`config.mk`:
```
export PLATFORM = sky130hd
export DESIGN_NAME = dab_register_bank
export DESIGN_NICKNAME = d
export VERILOG_FILES = /design/src/core/dab_pkg.sv /design/src/core/dab_special_config.sv /design/src/core/dab_register_bank.sv
export SDC_FILE = /design/constraint.sdc
export NUM_CORES = 1
export LEC_CHECK = 0
export BUFFER_PORTS_ARGS = -buffer_cell sky130_fd_sc_hd__buf_2
export CAP_MARGIN = 30
export CORE_AREA = 3 3 127 129
export CTS_CLUSTER_DIAMETER = 150
export DETAILED_ROUTE_END_ITERATION = 10
export DIE_AREA = 0 0 130 132
export MAX_ROUTING_LAYER = met4
export PLACE_DENSITY = 0.66
export SETUP_SLACK_MARGIN = 0.1
export SYNTH_ARGS = -nofsm -noshare
export SYNTH_HDL_FRONTEND = slang
export SYNTH_HIERARCHICAL = 1
export SYNTH_SLANG_ARGS = --single-unit
```
`constraint.sdc`:
```
create_clock -name clock -period 4.1 [get_ports clock]
set_input_delay 0.82 -clock clock [delete_from_list [all_inputs] [get_ports clock]]
set_output_delay 0.82 -clock clock [all_outputs]
set_load 0.05 [all_outputs]
```
`src/core/dab_pkg.sv`:
```
// Package for the converter register bank: register indices, field layouts, reset values.
// Assumes a 16-bit register word carried in the low half of a 32-bit AXI4-Lite data bus.
package dab_pkg;
  localparam int unsigned REG_W         = 16;
  localparam int unsigned IDX_W         = 6;
  // Printed offsets are register indices; byte address is four times the index.
  localparam logic [5:0] IDX_NO_OPERATION    = 6'h00;
  localparam logic [5:0] IDX_CONVERTER_CODE  = 6'h01;
  localparam logic [5:0] IDX_SPECIAL_CONFIG  = 6'h0B;
  localparam logic [5:0] IDX_UART_BREAK_MODE = 6'h16;
  localparam logic [5:0] IDX_GENERAL_STATUS  = 6'h21;
  localparam logic [5:0] IDX_ADC_FAULT_FLAGS = 6'h23;
  localparam logic [5:0] IDX_ADC_IN0         = 6'h24;
  localparam logic [5:0] IDX_ADC_IN1         = 6'h25;
  localparam logic [5:0] IDX_ADC_TEMP        = 6'h26;
  localparam logic [5:0] IDX_ADC_SELFDIAG    = 6'h27;
  localparam logic [5:0] IDX_ADC_OFFSET      = 6'h28;
  localparam logic [5:0] IDX_CONV_READBACK   = 6'h2C;
  localparam logic [5:0] IDX_ADC_OUTPUT      = 6'h2D;
  localparam logic [5:0] IDX_ADC_BYPASS      = 6'h2E;
  localparam logic [5:0] IDX_FORCED_FAULT    = 6'h2F;
  // Field masks: reserved bits are zero.
  localparam logic [15:0] MASK_ADC_DATA      = 16'h0FFF;
  localparam logic [15:0] MASK_GENERAL_STATUS    = 16'h91FF;
  localparam logic [15:0] MASK_ADC_FLAGS     = 16'h01FE;
  localparam logic [15:0] MASK_ADC_BYPASS    = 16'hEFFF;
  localparam logic [15:0] MASK_FORCED_FAULT  = 16'hF3FF;
  localparam logic [15:0] MASK_SPECIAL_CONFIG   = 16'h001F;
  localparam logic [15:0] MASK_BREAK_MODE    = 16'h0001;
  localparam logic [15:0] RST_CONVERTER_CODE = 16'h0000;
  localparam logic [15:0] RST_ADC_BYPASS     = 16'h0000;
  localparam logic [15:0] RST_FORCED_FAULT   = 16'h0000;
  localparam logic [15:0] RST_SPECIAL_CONFIG    = 16'h0000;
  localparam logic [15:0] RST_BREAK_MODE     = 16'h0000;
  localparam logic [15:0] ZERO_WORD          = 16'h0000;
  localparam logic [1:0]  RESP_OKAY          = 2'b00;
  localparam logic [1:0]  RESP_SLVERR        = 2'b10;
  typedef enum logic [1:0] {
    DAB_IDLE = 2'b00,
    DAB_RESP = 2'b01
  } dab_chan_e;
endpackage

```
`src/core/dab_special_config.sv`:
```
// Power-on-only configuration word, kept apart from the functional reset domain.
// Assumes por_n is a synchronous active-low power-on reset on the same clock.
`timescale 1ns/10ps
module dab_special_config (
  input  wire logic        clock,
  input  wire logic        por_n,
  input  wire logic        wr_en,
  input  wire logic [15:0] wr_data,
  output logic      [15:0] cfg_q
);
  // Only the power-on reset clears this word; pin and software reset never reach it.
  always_ff @(posedge clock) begin
    if (!por_n) begin
      cfg_q <= dab_pkg::RST_SPECIAL_CONFIG;
    end else if (wr_en) begin
      cfg_q <= wr_data & dab_pkg::MASK_SPECIAL_CONFIG;
    end
  end
endmodule

```
`src/core/dab_register_bank.sv`:
```
// Register bank of the converter: AXI4-Lite slave, code, bypass and fault-injection registers.
// Assumes status and result inputs are synchronous to clock; break-mode accesses come
// from the serial frame logic on the same clock over the break_* port.
`timescale 1ns/10ps
module dab_register_bank (
  input  wire logic        clock,
  input  wire logic        rst_n,
  input  wire logic        por_n,
  input  wire logic        software_reset_command,
  // AXI4-Lite slave.
  input  wire logic [7:0]  s_axi_awaddr,
  input  wire logic        s_axi_awvalid,
  output logic             s_axi_awready,
  input  wire logic [31:0] s_axi_wdata,
  input  wire logic [3:0]  s_axi_wstrb,
  input  wire logic        s_axi_wvalid,
  output logic             s_axi_wready,
  output logic [1:0]       s_axi_bresp,
  output logic             s_axi_bvalid,
  input  wire logic        s_axi_bready,
  input  wire logic [7:0]  s_axi_araddr,
  input  wire logic        s_axi_arvalid,
  output logic             s_axi_arready,
  output logic [31:0]      s_axi_rdata,
  output logic [1:0]       s_axi_rresp,
  output logic             s_axi_rvalid,
  input  wire logic        s_axi_rready,
  // Break-mode command port.
  input  wire logic        break_cmd_valid,
  input  wire logic        break_cmd_write,
  input  wire logic [5:0]  break_cmd_index,
  input  wire logic [15:0] break_cmd_wdata,
  output logic [15:0]      break_rdata_q,
  // Device state seen by software.
  input  wire logic [15:0] general_status,
  input  wire logic [15:0] adc_fault_flags,
  input  wire logic [11:0] adc_input0_result,
  input  wire logic [11:0] adc_input1_result,
  input  wire logic [11:0] adc_temperature_result,
  input  wire logic [11:0] adc_selfdiag_result,
  input  wire logic [11:0] adc_offset_result,
  input  wire logic [15:0] converter_output_readback,
  input  wire logic [11:0] adc_output_result,
  // Control outputs.
  output logic [15:0]      voltage_output_q,
  output logic [15:0]      adc_bypass_q,
  output logic [15:0]      forced_fault_q,
  output logic [15:0]      special_config_q,
  output logic             uart_break_mode_q
);
  logic        func_rst_n;
  logic        aw_held_q;
  logic        w_held_q;
  logic [5:0]  aw_idx_q;
  logic [15:0] w_data_q;
  logic [1:0]  w_strb_q;
  logic        wr_fire;
  logic        wr_hit;
  logic        rd_hit;
  logic [15:0] rd_word;
  logic [5:0]  ar_idx;
  logic [15:0] wr_lane_mask;
  logic [15:0] special_config_w;
  logic        special_wr;
  logic [15:0] break_mode_q;
  logic [11:0] adc_raw [6];
  logic [15:0] adc_word [6];
  dab_pkg::dab_chan_e wr_state_q;
  dab_pkg::dab_chan_e rd_state_q;

  // Pin reset and software reset share one functional reset; power-on reset covers both.
  assign func_rst_n = rst_n & por_n & ~software_reset_command;

  // Address and data may arrive in either order; each is held until both are present.
  assign wr_fire = aw_held_q & w_held_q & (wr_state_q == dab_pkg::DAB_IDLE);
  assign wr_lane_mask = {{8{w_strb_q[1]}}, {8{w_strb_q[0]}}};

  always_ff @(posedge clock) begin
    if (!rst_n) begin
      aw_held_q <= 1'b0;
      aw_idx_q  <= 6'h00;
    end else if (s_axi_awvalid && s_axi_awready) begin
      aw_held_q <= 1'b1;
      aw_idx_q  <= s_axi_awaddr[7:2];
    end else if (wr_fire) begin
      aw_held_q <= 1'b0;
    end
  end

  always_ff @(posedge clock) begin
    if (!rst_n) begin
      w_held_q <= 1'b0;
      w_data_q <= 16'h0000;
      w_strb_q <= 2'b00;
    end else if (s_axi_wvalid && s_axi_wready) begin
      w_held_q <= 1'b1;
      w_data_q <= s_axi_wdata[15:0];
      w_strb_q <= s_axi_wstrb[1:0];
    end else if (wr_fire) begin
      w_held_q <= 1'b0;
    end
  end

  always_ff @(posedge clock) begin
    if (!rst_n) begin
      s_axi_awready <= 1'b0;
      s_axi_wready  <= 1'b0;
    end else begin
      s_axi_awready <= ~aw_held_q & ~(s_axi_awvalid & s_axi_awready) & ~s_axi_bvalid;
      s_axi_wready  <= ~w_held_q & ~(s_axi_wvalid & s_axi_wready) & ~s_axi_bvalid;
    end
  end

  // Index decode of writable registers; the break-mode index is not decoded here.
  always_comb begin
    case (aw_idx_q)
      dab_pkg::IDX_NO_OPERATION,
      dab_pkg::IDX_CONVERTER_CODE,
      dab_pkg::IDX_SPECIAL_CONFIG,
      dab_pkg::IDX_ADC_BYPASS,
      dab_pkg::IDX_FORCED_FAULT: wr_hit = 1'b1;
      default:                   wr_hit = 1'b0;
    endcase
  end

  always_ff @(posedge clock) begin
    if (!rst_n) begin
      s_axi_bvalid <= 1'b0;
      s_axi_bresp  <= dab_pkg::RESP_OKAY;
    end else if (wr_fire) begin
      s_axi_bvalid <= 1'b1;
      s_axi_bresp  <= wr_hit ? dab_pkg::RESP_OKAY : dab_pkg::RESP_SLVERR;
    end else if (s_axi_bready) begin
      s_axi_bvalid <= 1'b0;
    end
  end

  // Write channel state gates the next write; a new one waits until bready takes the answer.
  always_ff @(posedge clock) begin
    if (!rst_n) begin
      wr_state_q <= dab_pkg::DAB_IDLE;
    end else begin
      case (wr_state_q)
        dab_pkg::DAB_IDLE: begin
          if (wr_fire) begin
            wr_state_q <= dab_pkg::DAB_RESP;
          end
        end
        dab_pkg::DAB_RESP: begin
          if (s_axi_bready) begin
            wr_state_q <= dab_pkg::DAB_IDLE;
          end
        end
        default: begin
          wr_state_q <= dab_pkg::DAB_IDLE;
        end
      endcase
    end
  end

  // A byte lane with a clear strobe keeps the old contents of that byte.
  function automatic logic [15:0] merge(input logic [15:0] old_v, input logic [15:0] mask);
    merge = ((old_v & ~wr_lane_mask) | (w_data_q & wr_lane_mask)) & mask;
  endfunction

  always_ff @(posedge clock) begin
    if (!func_rst_n) begin
      voltage_output_q <= dab_pkg::RST_CONVERTER_CODE;
    end else if (wr_fire && aw_idx_q == dab_pkg::IDX_CONVERTER_CODE) begin
      voltage_output_q <= merge(voltage_output_q, 16'hFFFF);
    end
  end

  always_ff @(posedge clock) begin
    if (!func_rst_n) begin
      adc_bypass_q <= dab_pkg::RST_ADC_BYPASS;
    end else if (wr_fire && aw_idx_q == dab_pkg::IDX_ADC_BYPASS) begin
      adc_bypass_q <= merge(adc_bypass_q, dab_pkg::MASK_ADC_BYPASS);
    end
  end

  always_ff @(posedge clock) begin
    if (!func_rst_n) begin
      forced_fault_q <= dab_pkg::RST_FORCED_FAULT;
    end else if (wr_fire && aw_idx_q == dab_pkg::IDX_FORCED_FAULT) begin
      forced_fault_q <= merge(forced_fault_q, dab_pkg::MASK_FORCED_FAULT);
    end
  end

  // Writes to the no-operation index are accepted with OKAY and touch no register.

  assign special_wr    = wr_fire && aw_idx_q == dab_pkg::IDX_SPECIAL_CONFIG;
  assign special_config_w = merge(special_config_q, dab_pkg::MASK_SPECIAL_CONFIG);

  dab_special_config u_special_config (
    .clock   (clock),
    .por_n   (por_n),
    .wr_en   (special_wr),
    .wr_data (special_config_w),
    .cfg_q   (special_config_q)
  );

  // Break-mode register lives only behind the break command port.
  always_ff @(posedge clock) begin
    if (!func_rst_n) begin
      break_mode_q <= dab_pkg::RST_BREAK_MODE;
    end else if (break_cmd_valid && break_cmd_write &&
                 break_cmd_index == dab_pkg::IDX_UART_BREAK_MODE) begin
      break_mode_q <= break_cmd_wdata & dab_pkg::MASK_BREAK_MODE;
    end
  end

  always_ff @(posedge clock) begin
    if (!rst_n) begin
      uart_break_mode_q <= 1'b0;
      break_rdata_q     <= 16'h0000;
    end else begin
      uart_break_mode_q <= break_mode_q[0];
      if (break_cmd_valid && !break_cmd_write) begin
        break_rdata_q <= (break_cmd_index == dab_pkg::IDX_UART_BREAK_MODE) ?
                         break_mode_q : dab_pkg::ZERO_WORD;
      end
    end
  end

  // Every ADC result word carries 12 data bits under a reserved upper nibble that reads zero.
  assign adc_raw[0] = adc_input0_result;
  assign adc_raw[1] = adc_input1_result;
  assign adc_raw[2] = adc_temperature_result;
  assign adc_raw[3] = adc_selfdiag_result;
  assign adc_raw[4] = adc_offset_result;
  assign adc_raw[5] = adc_output_result;
  for (genvar k = 0; k < 6; k++) begin : g_adc_word
    assign adc_word[k] = {4'h0, adc_raw[k]};
  end

  // Read decode.
  assign ar_idx = s_axi_araddr[7:2];

  always_comb begin
    rd_hit  = 1'b1;
    rd_word = dab_pkg::ZERO_WORD;
    case (ar_idx)
      dab_pkg::IDX_NO_OPERATION:    rd_word = dab_pkg::ZERO_WORD;
      dab_pkg::IDX_CONVERTER_CODE:  rd_word = voltage_output_q;
      dab_pkg::IDX_SPECIAL_CONFIG:  rd_word = special_config_q;
      dab_pkg::IDX_GENERAL_STATUS:  rd_word = general_status & dab_pkg::MASK_GENERAL_STATUS;
      dab_pkg::IDX_ADC_FAULT_FLAGS: rd_word = adc_fault_flags & dab_pkg::MASK_ADC_FLAGS;
      dab_pkg::IDX_ADC_IN0:         rd_word = adc_word[0];
      dab_pkg::IDX_ADC_IN1:         rd_word = adc_word[1];
      dab_pkg::IDX_ADC_TEMP:        rd_word = adc_word[2];
      dab_pkg::IDX_ADC_SELFDIAG:    rd_word = adc_word[3];
      dab_pkg::IDX_ADC_OFFSET:      rd_word = adc_word[4];
      dab_pkg::IDX_CONV_READBACK:   rd_word = converter_output_readback;
      dab_pkg::IDX_ADC_OUTPUT:      rd_word = adc_word[5];
      dab_pkg::IDX_ADC_BYPASS:      rd_word = adc_bypass_q;
      dab_pkg::IDX_FORCED_FAULT:    rd_word = forced_fault_q;
      default: begin
        rd_hit  = 1'b0;
        rd_word = dab_pkg::ZERO_WORD;
      end
    endcase
  end

  // Read channel state; arready returns only once the answer has been taken.
  always_ff @(posedge clock) begin
    if (!rst_n) begin
      rd_state_q <= dab_pkg::DAB_IDLE;
    end else begin
      case (rd_state_q)
        dab_pkg::DAB_IDLE: begin
          if (s_axi_arvalid && s_axi_arready) begin
            rd_state_q <= dab_pkg::DAB_RESP;
          end
        end
        dab_pkg::DAB_RESP: begin
          if (s_axi_rready) begin
            rd_state_q <= dab_pkg::DAB_IDLE;
          end
        end
        default: begin
          rd_state_q <= dab_pkg::DAB_IDLE;
        end
      endcase
    end
  end

  // One read at a time; arready drops while the answer waits for rready.
  always_ff @(posedge clock) begin
    if (!rst_n) begin
      s_axi_arready <= 1'b0;
      s_axi_rvalid  <= 1'b0;
      s_axi_rdata   <= 32'h0000_0000;
      s_axi_rresp   <= dab_pkg::RESP_OKAY;
    end else if (s_axi_arvalid && s_axi_arready) begin
      s_axi_arready <= 1'b0;
      s_axi_rvalid  <= 1'b1;
      s_axi_rdata   <= {16'h0000, rd_word};
      s_axi_rresp   <= rd_hit ? dab_pkg::RESP_OKAY : dab_pkg::RESP_SLVERR;
    end else if (rd_state_q == dab_pkg::DAB_RESP) begin
      if (s_axi_rready) begin
        s_axi_rvalid <= 1'b0;
      end
    end else begin
      s_axi_arready <= 1'b1;
    end
  end
endmodule

```
* Word-level counts from Yosys, hierarchy flattened
Index checks and enable logic that the tools add are counted.
Storage, ports and cells: register bits after elaboration 123, latch bits 0, RAM bits 0, bits in read-only memories 0, logic and storage cells 119, memories 0
Operators by class: $add $sub $neg 0, multiply operators 0, div/mod/pow operators 0, order comparisons 0, equality and inequality tests 24, shift-type cells 0, mux-type cells 20, bitwise operators 27, reductions and logical operators 26
Operator list (count):
- one-hot mux 16 bit (13 select lines) | 1
- == test 6 bit, second input constant | 13
- bitwise AND 16 bit | 4
- OR 16 bit | 3
- NOT 16 bit | 1
- OR reduction 14 bit | 1
- == test 6 x 1 -> 1 bit, second input constant | 2
- == test 6 x 4 -> 1 bit, second input constant | 2
- logical NOT 6 bit | 2
- two-way mux 2 bit | 6
- two-way mux 1 bit | 11
- bitwise AND 1 bit | 10
- logical AND 1 bit | 10
- nonzero test 2 bit | 5
- != test 2 bit, second input constant | 4
- one-hot mux 2 bit (2 select lines) | 2
- NOT 1 bit | 7
- == test 6 x 5 -> 1 bit, second input constant | 1
- AND reduction 2 bit | 3
- bitwise AND 5 bit | 1
- OR 5 bit | 1
- OR reduction 5 bit | 1
- == test 2 x 1 -> 1 bit, second input constant | 2
- logical NOT 2 bit | 2
- other kinds (2) | 2

* Depth between registers and ports, before layout
depth after elaboration 4, gate-level depth with buffers 8, depth with buffers taken out 5

* By module
The synthesis kept the hierarchy.
By module, submodules not included:
- dab_register_bank | times used 1, cells each 603, area an instance 5340.1 µm², seq. area each 1981.9 µm²
- dab_special_config | times used 1, cells each 28, area an instance 279.0 µm², seq. area each 100.1 µm²

* Worst setup path before layout
Ideal clock, no wire load.
kind input port to flip-flop, start in s_axi_araddr[2], end reg s_axi_rdata[0], library setup time 0.135 ns, arrival 2.202 ns, data required time 3.965 ns, path slack 1.763 ns, stages 7, path buffers 2, path through buf_4 > clkbuf_1 > mux2_2 > nand3_1 > a211oi_1 > a2111oi_0 > a31oi_1
Between the ends: longest elaborated chain between the ends 2, elaborated cells between the ends (all ways) 14, those cells by class eq/ne: 13; mux: 1
RTL lines:
- start, declared | line dab_register_bank.sv:21 | input wire logic [7:0] s_axi_araddr,
- == test 6 bit, or another cell as far along | line dab_register_bank.sv:243 | case (ar_idx)
- one-hot mux 16 bit (13 select lines) (*) | line dab_register_bank.sv:243
- end signal, assigned | line dab_register_bank.sv:298 | s_axi_rdata <= {16'h0000, rd_word};
- end, declared | line dab_register_bank.sv:24 | output logic [31:0] s_axi_rdata,
Every way passes the cells marked *; elsewhere a longest branch is shown, timed or not. A chain may end at the register's enable or synchronous reset.

* Final worst setup path
start in s_axi_araddr[3], end reg s_axi_rdata[1]
Same word-level chain as after synthesis.

==> results by stage <==
GRT:
- Across every metal layer, demand over resource in global routing totals 0.236.
- The largest net degree at the start of global routing is 47.
- The first global-routing pass estimated 29900 um of wire.
- Global routing finished with a remaining overflow of 0.
- The initial antenna violation count is 2.
- The number of global-route vias before repair is 5172.

Critical path:
- Following the worst setup path forward leads to its endpoint at s_axi_rdata[1].
- Data on the critical path is required at its endpoint by 4.38 ns.
- The worst reg-to-reg setup slack is 1.97 ns.
- The type of element launching the critical path is an input port.
- The worst setup path is captured at a flop.
- The path depth of the worst reg2reg path is 5.
- The maximum fanout along the worst path is 22.
- The launch point of the critical path is s_axi_araddr[3].
- The critical path is of the in -> reg type.
- STA puts the critical path data arrival time at 2.87 ns.
- The beginning of the worst register-to-register path is aw_idx_q[2].

Layout:
- The area used by sequential logic in the layout is 2080 um^2.
- The combined area of the multi-input logic cells is 3170 um^2.
- The net count reported at finish is 1046.
- In the final layout, the share of cells above drive strength 1 is 0.328.
- For this run, the share of the core covered by cells in the final layout is 0.464.
- The area of all placed cells without fillers is 7020 um^2.
- The library cell used most frequently in the layout, excluding fill and tap cells, is sky130_fd_sc_hd__buf_2.
- The layout has 1540 filler cells.
- The top cell types in the final layout, fill and taps aside, are sky130_fd_sc_hd__buf_2, sky130_fd_sc_hd__dfxtp_1, sky130_fd_sc_hd__mux2i_1.
- The synthesis-to-layout area growth is 25.0%.

Synth:
- Yosys mapped the design onto 56 distinct sky130hd cell types.
- The sequential cell area fraction in the yosys report is 0.371.
- The mean instance size in the synthesized netlist is 8.91 um^2.
- In this run, synthesis inferred 0 flip-flops with an integrated enable.
- After synthesis, the share of flip-flops with an asynchronous set or reset is 0.
- The gate count after technology mapping is 631.
- In the synthesized netlist the dominant register cell turns out to be sky130_fd_sc_hd__dfxtp_1.
- Counting flops and latches in the post-synthesis netlist gives 104.
- During synthesis, Yosys emitted a total of 6 warnings.
- The cell area after synthesis is 5620 um^2.

Route:
- After detailed routing, the total wire length is 20400 um.
- The via density per instance is 5.30.
- The first TritonRoute pass finished after 5 iterations.
- The detailed-routing wirelength on met1 is 8670 um.
- Signal routing reaches up to met4.
- The post-detailed-route count of antenna-violating nets is 0.
- For this block, the initial DRC count from the detailed router was 436.
- The DRC violation count after routing is 0.
- The wire length on met2 is 9590 um.
- The vias after detailed routing is 5484.
- The routed wire length per instance is 19.7 um.
- In the detailed route, the total length drawn on met3 is 1580 um.

Clock network:
- The number of clock buffers added by TritonCTS is 9.
- In this run, post-CTS repair resized a total of 0 instances.
- In this run the clock root is driven by a sky130_fd_sc_hd__clkbuf_16.
- The post-CTS setup-driven buffer insertion count is 0.
- The TritonCTS clock tree is built.
- The number of hold buffers added after CTS was 0.
- The maximum root-to-sink buffer count is 2.
- The clock-pin slew of the registers on the worst-case setup and hold paths is 0.07 ns.
- The sink count of the clock tree is 104.
- The later pin in the worst-skew pair is clocked with a latency of 0.35 ns.
- The H-tree was split into 3 levels.

Die:
- The core outline area is 15100 um^2.
- The die covers 17200 um^2.
- In this run the horizontal extent of the chip is 130 um.
- The total I/O pin count is 327.
- The initial core utilization is 0.371.
- The die span in y is 132 um.
- Row generation in the floorplan step produced 45 rows.

Power:
- The worst-case vdd ir drop is 0.000165 V.
- The reported leakage power is 0.00332 uW.
- The power per unit of standard cell area is 326 nW/um^2.

STA:
- Dividing the final minimum period by the clock period gives 0.630.
- The final count of negative-setup-slack endpoints is 0.
- Setup repair after global routing left no endpoint under its margin.
- The worst slew margin relative to its limit is 0.454.
- The count of pins over their slew limit was 0.
- For the pin with the worst max-slew slack, the measured transition is 0.816 ns.
- The setup TNS is 0 ns.
- Static timing analysis puts the maximum clock frequency at 0.387 GHz.
- Counting I/O delays and the setup requirement, the final critical path takes 2.58 ns.
- The number of endpoints with negative hold slack in the final report is 0.
- The largest clock skew in the final design is 0.00667 ns.

Place:
- The congestion estimate from routability-driven global placement came to 0.872.
- The cell area reported after detailed placement is 6720 um^2.
- Summed over all nets, the half-perimeter wirelength after detailed placement is 16200 um.
- The count of buffers from port buffering is 229.

Status:
- The flow ran to the end, and the final reports show no timing, DRC or antenna violations.

Job:
- The number of violations of the max-capacitance limit is 0.

Min path:
- The type of the tightest min-delay check is reg -> reg.
## where the power goes
| part | switching [uW] | total, uW | internal, uW | leakage, uW |
|---|---|---|---|---|
| clock | 395 | 883 | 487 | 0.000141 |
| combinational | 244 | 360 | 116 | 0.00234 |
| sequential | 20.7 | 1050 | 1030 | 0.000842 |
| total | 660 | 2290 | 1630 | 0.00332 |
## metal layers
layer,vias up,track usage
li1,2656,-
met1,2533,0.303
met2,258,0.366
met3,37,0.0502
met4,0,0.0872
met5,-,-
## cell type report
| type | instances | area share |
|---|---|---|
| repair buffers | 240 | 0.175 |
| well taps | 188 | 0.0335 |
| flip-flops and latches | 104 | 0.297 |
| diodes | 2 | 0.000713 |
| clock inverters | 4 | 0.00784 |
| multi-input cells | 483 | 0.451 |
| clock buffers | 10 | 0.0340 |
| inverters | 3 | 0.00160 |
## per-stage QoR
step                      total power, uW  setup slack (ns)  hold slack, ns  instances
after floorplan                      1340              1.76           0.429        676
after detailed placement             1430              1.20           0.432       1018
after global placement               1420              1.22           0.430       1018
final                                2290              1.52           0.443       1034
after global routing                 2380              1.35           0.451       1034
after CTS                            2310              1.56           0.443       1032
## cells in the mapped netlist, types with 6 or more instances
| cell type | number | area [um^2] |
|---|---|---|
| sky130_fd_sc_hd__a21boi_0 | 30 | 225 |
| sky130_fd_sc_hd__a21oi_1 | 19 | 95.1 |
| sky130_fd_sc_hd__a222oi_1 | 11 | 110 |
| sky130_fd_sc_hd__a22o_1 | 9 | 78.8 |
| sky130_fd_sc_hd__a22oi_1 | 20 | 150 |
| sky130_fd_sc_hd__a31oi_1 | 10 | 62.6 |
| sky130_fd_sc_hd__a32oi_1 | 6 | 52.6 |
| sky130_fd_sc_hd__buf_2 | 8 | 40.0 |
| sky130_fd_sc_hd__buf_4 | 48 | 360 |
| sky130_fd_sc_hd__clkbuf_1 | 24 | 90.1 |
| sky130_fd_sc_hd__dfxtp_1 | 104 | 2080 |
| sky130_fd_sc_hd__mux2_2 | 15 | 169 |
| sky130_fd_sc_hd__mux2i_1 | 71 | 711 |
| sky130_fd_sc_hd__nand2_1 | 60 | 225 |
| sky130_fd_sc_hd__nand2b_1 | 7 | 43.8 |
| sky130_fd_sc_hd__nand3_1 | 18 | 90.1 |
| sky130_fd_sc_hd__nand4_1 | 6 | 37.5 |
| sky130_fd_sc_hd__nor2_1 | 61 | 229 |
| sky130_fd_sc_hd__nor2b_1 | 12 | 75.1 |
| sky130_fd_sc_hd__nor3_1 | 7 | 35.0 |
| sky130_fd_sc_hd__nor4_1 | 10 | 62.6 |
## worst max-delay path, cell delays in order
cell and delay (ns):
sky130_fd_sc_hd__buf_2 0.40, sky130_fd_sc_hd__nor4bb_1 0.38, sky130_fd_sc_hd__and3b_1 0.73, sky130_fd_sc_hd__a222oi_1 0.18, sky130_fd_sc_hd__and3_1 0.20, sky130_fd_sc_hd__a31oi_1 0.14
## worst min-delay path by stage
| stage | startpoint | depth (start not counted) | end |
|---|---|---|---|
| floorplan | aw_held_q | 1 | s_axi_awready |
| global placement | s_axi_rdata[3] | 2 | s_axi_rdata[3] |
| finish | s_axi_rdata[3] | 2 | s_axi_rdata[3] |
| detailed placement | s_axi_rdata[3] | 2 | s_axi_rdata[3] |
| CTS | s_axi_rdata[3] | 2 | s_axi_rdata[3] |
| global route | s_axi_rdata[3] | 2 | s_axi_rdata[3] |
## logic make-up after synthesis
kind of cell,after synthesis,share of synthesized area
AND/OR/NAND/NOR,214,0.191
other,2,0.00134
buffers and inverters,89,0.0973
AO/OA/AOI/OAI,135,0.179
multiplexers,87,0.161
flip-flops,104,0.371
Power figures use the tool's default switching activity.
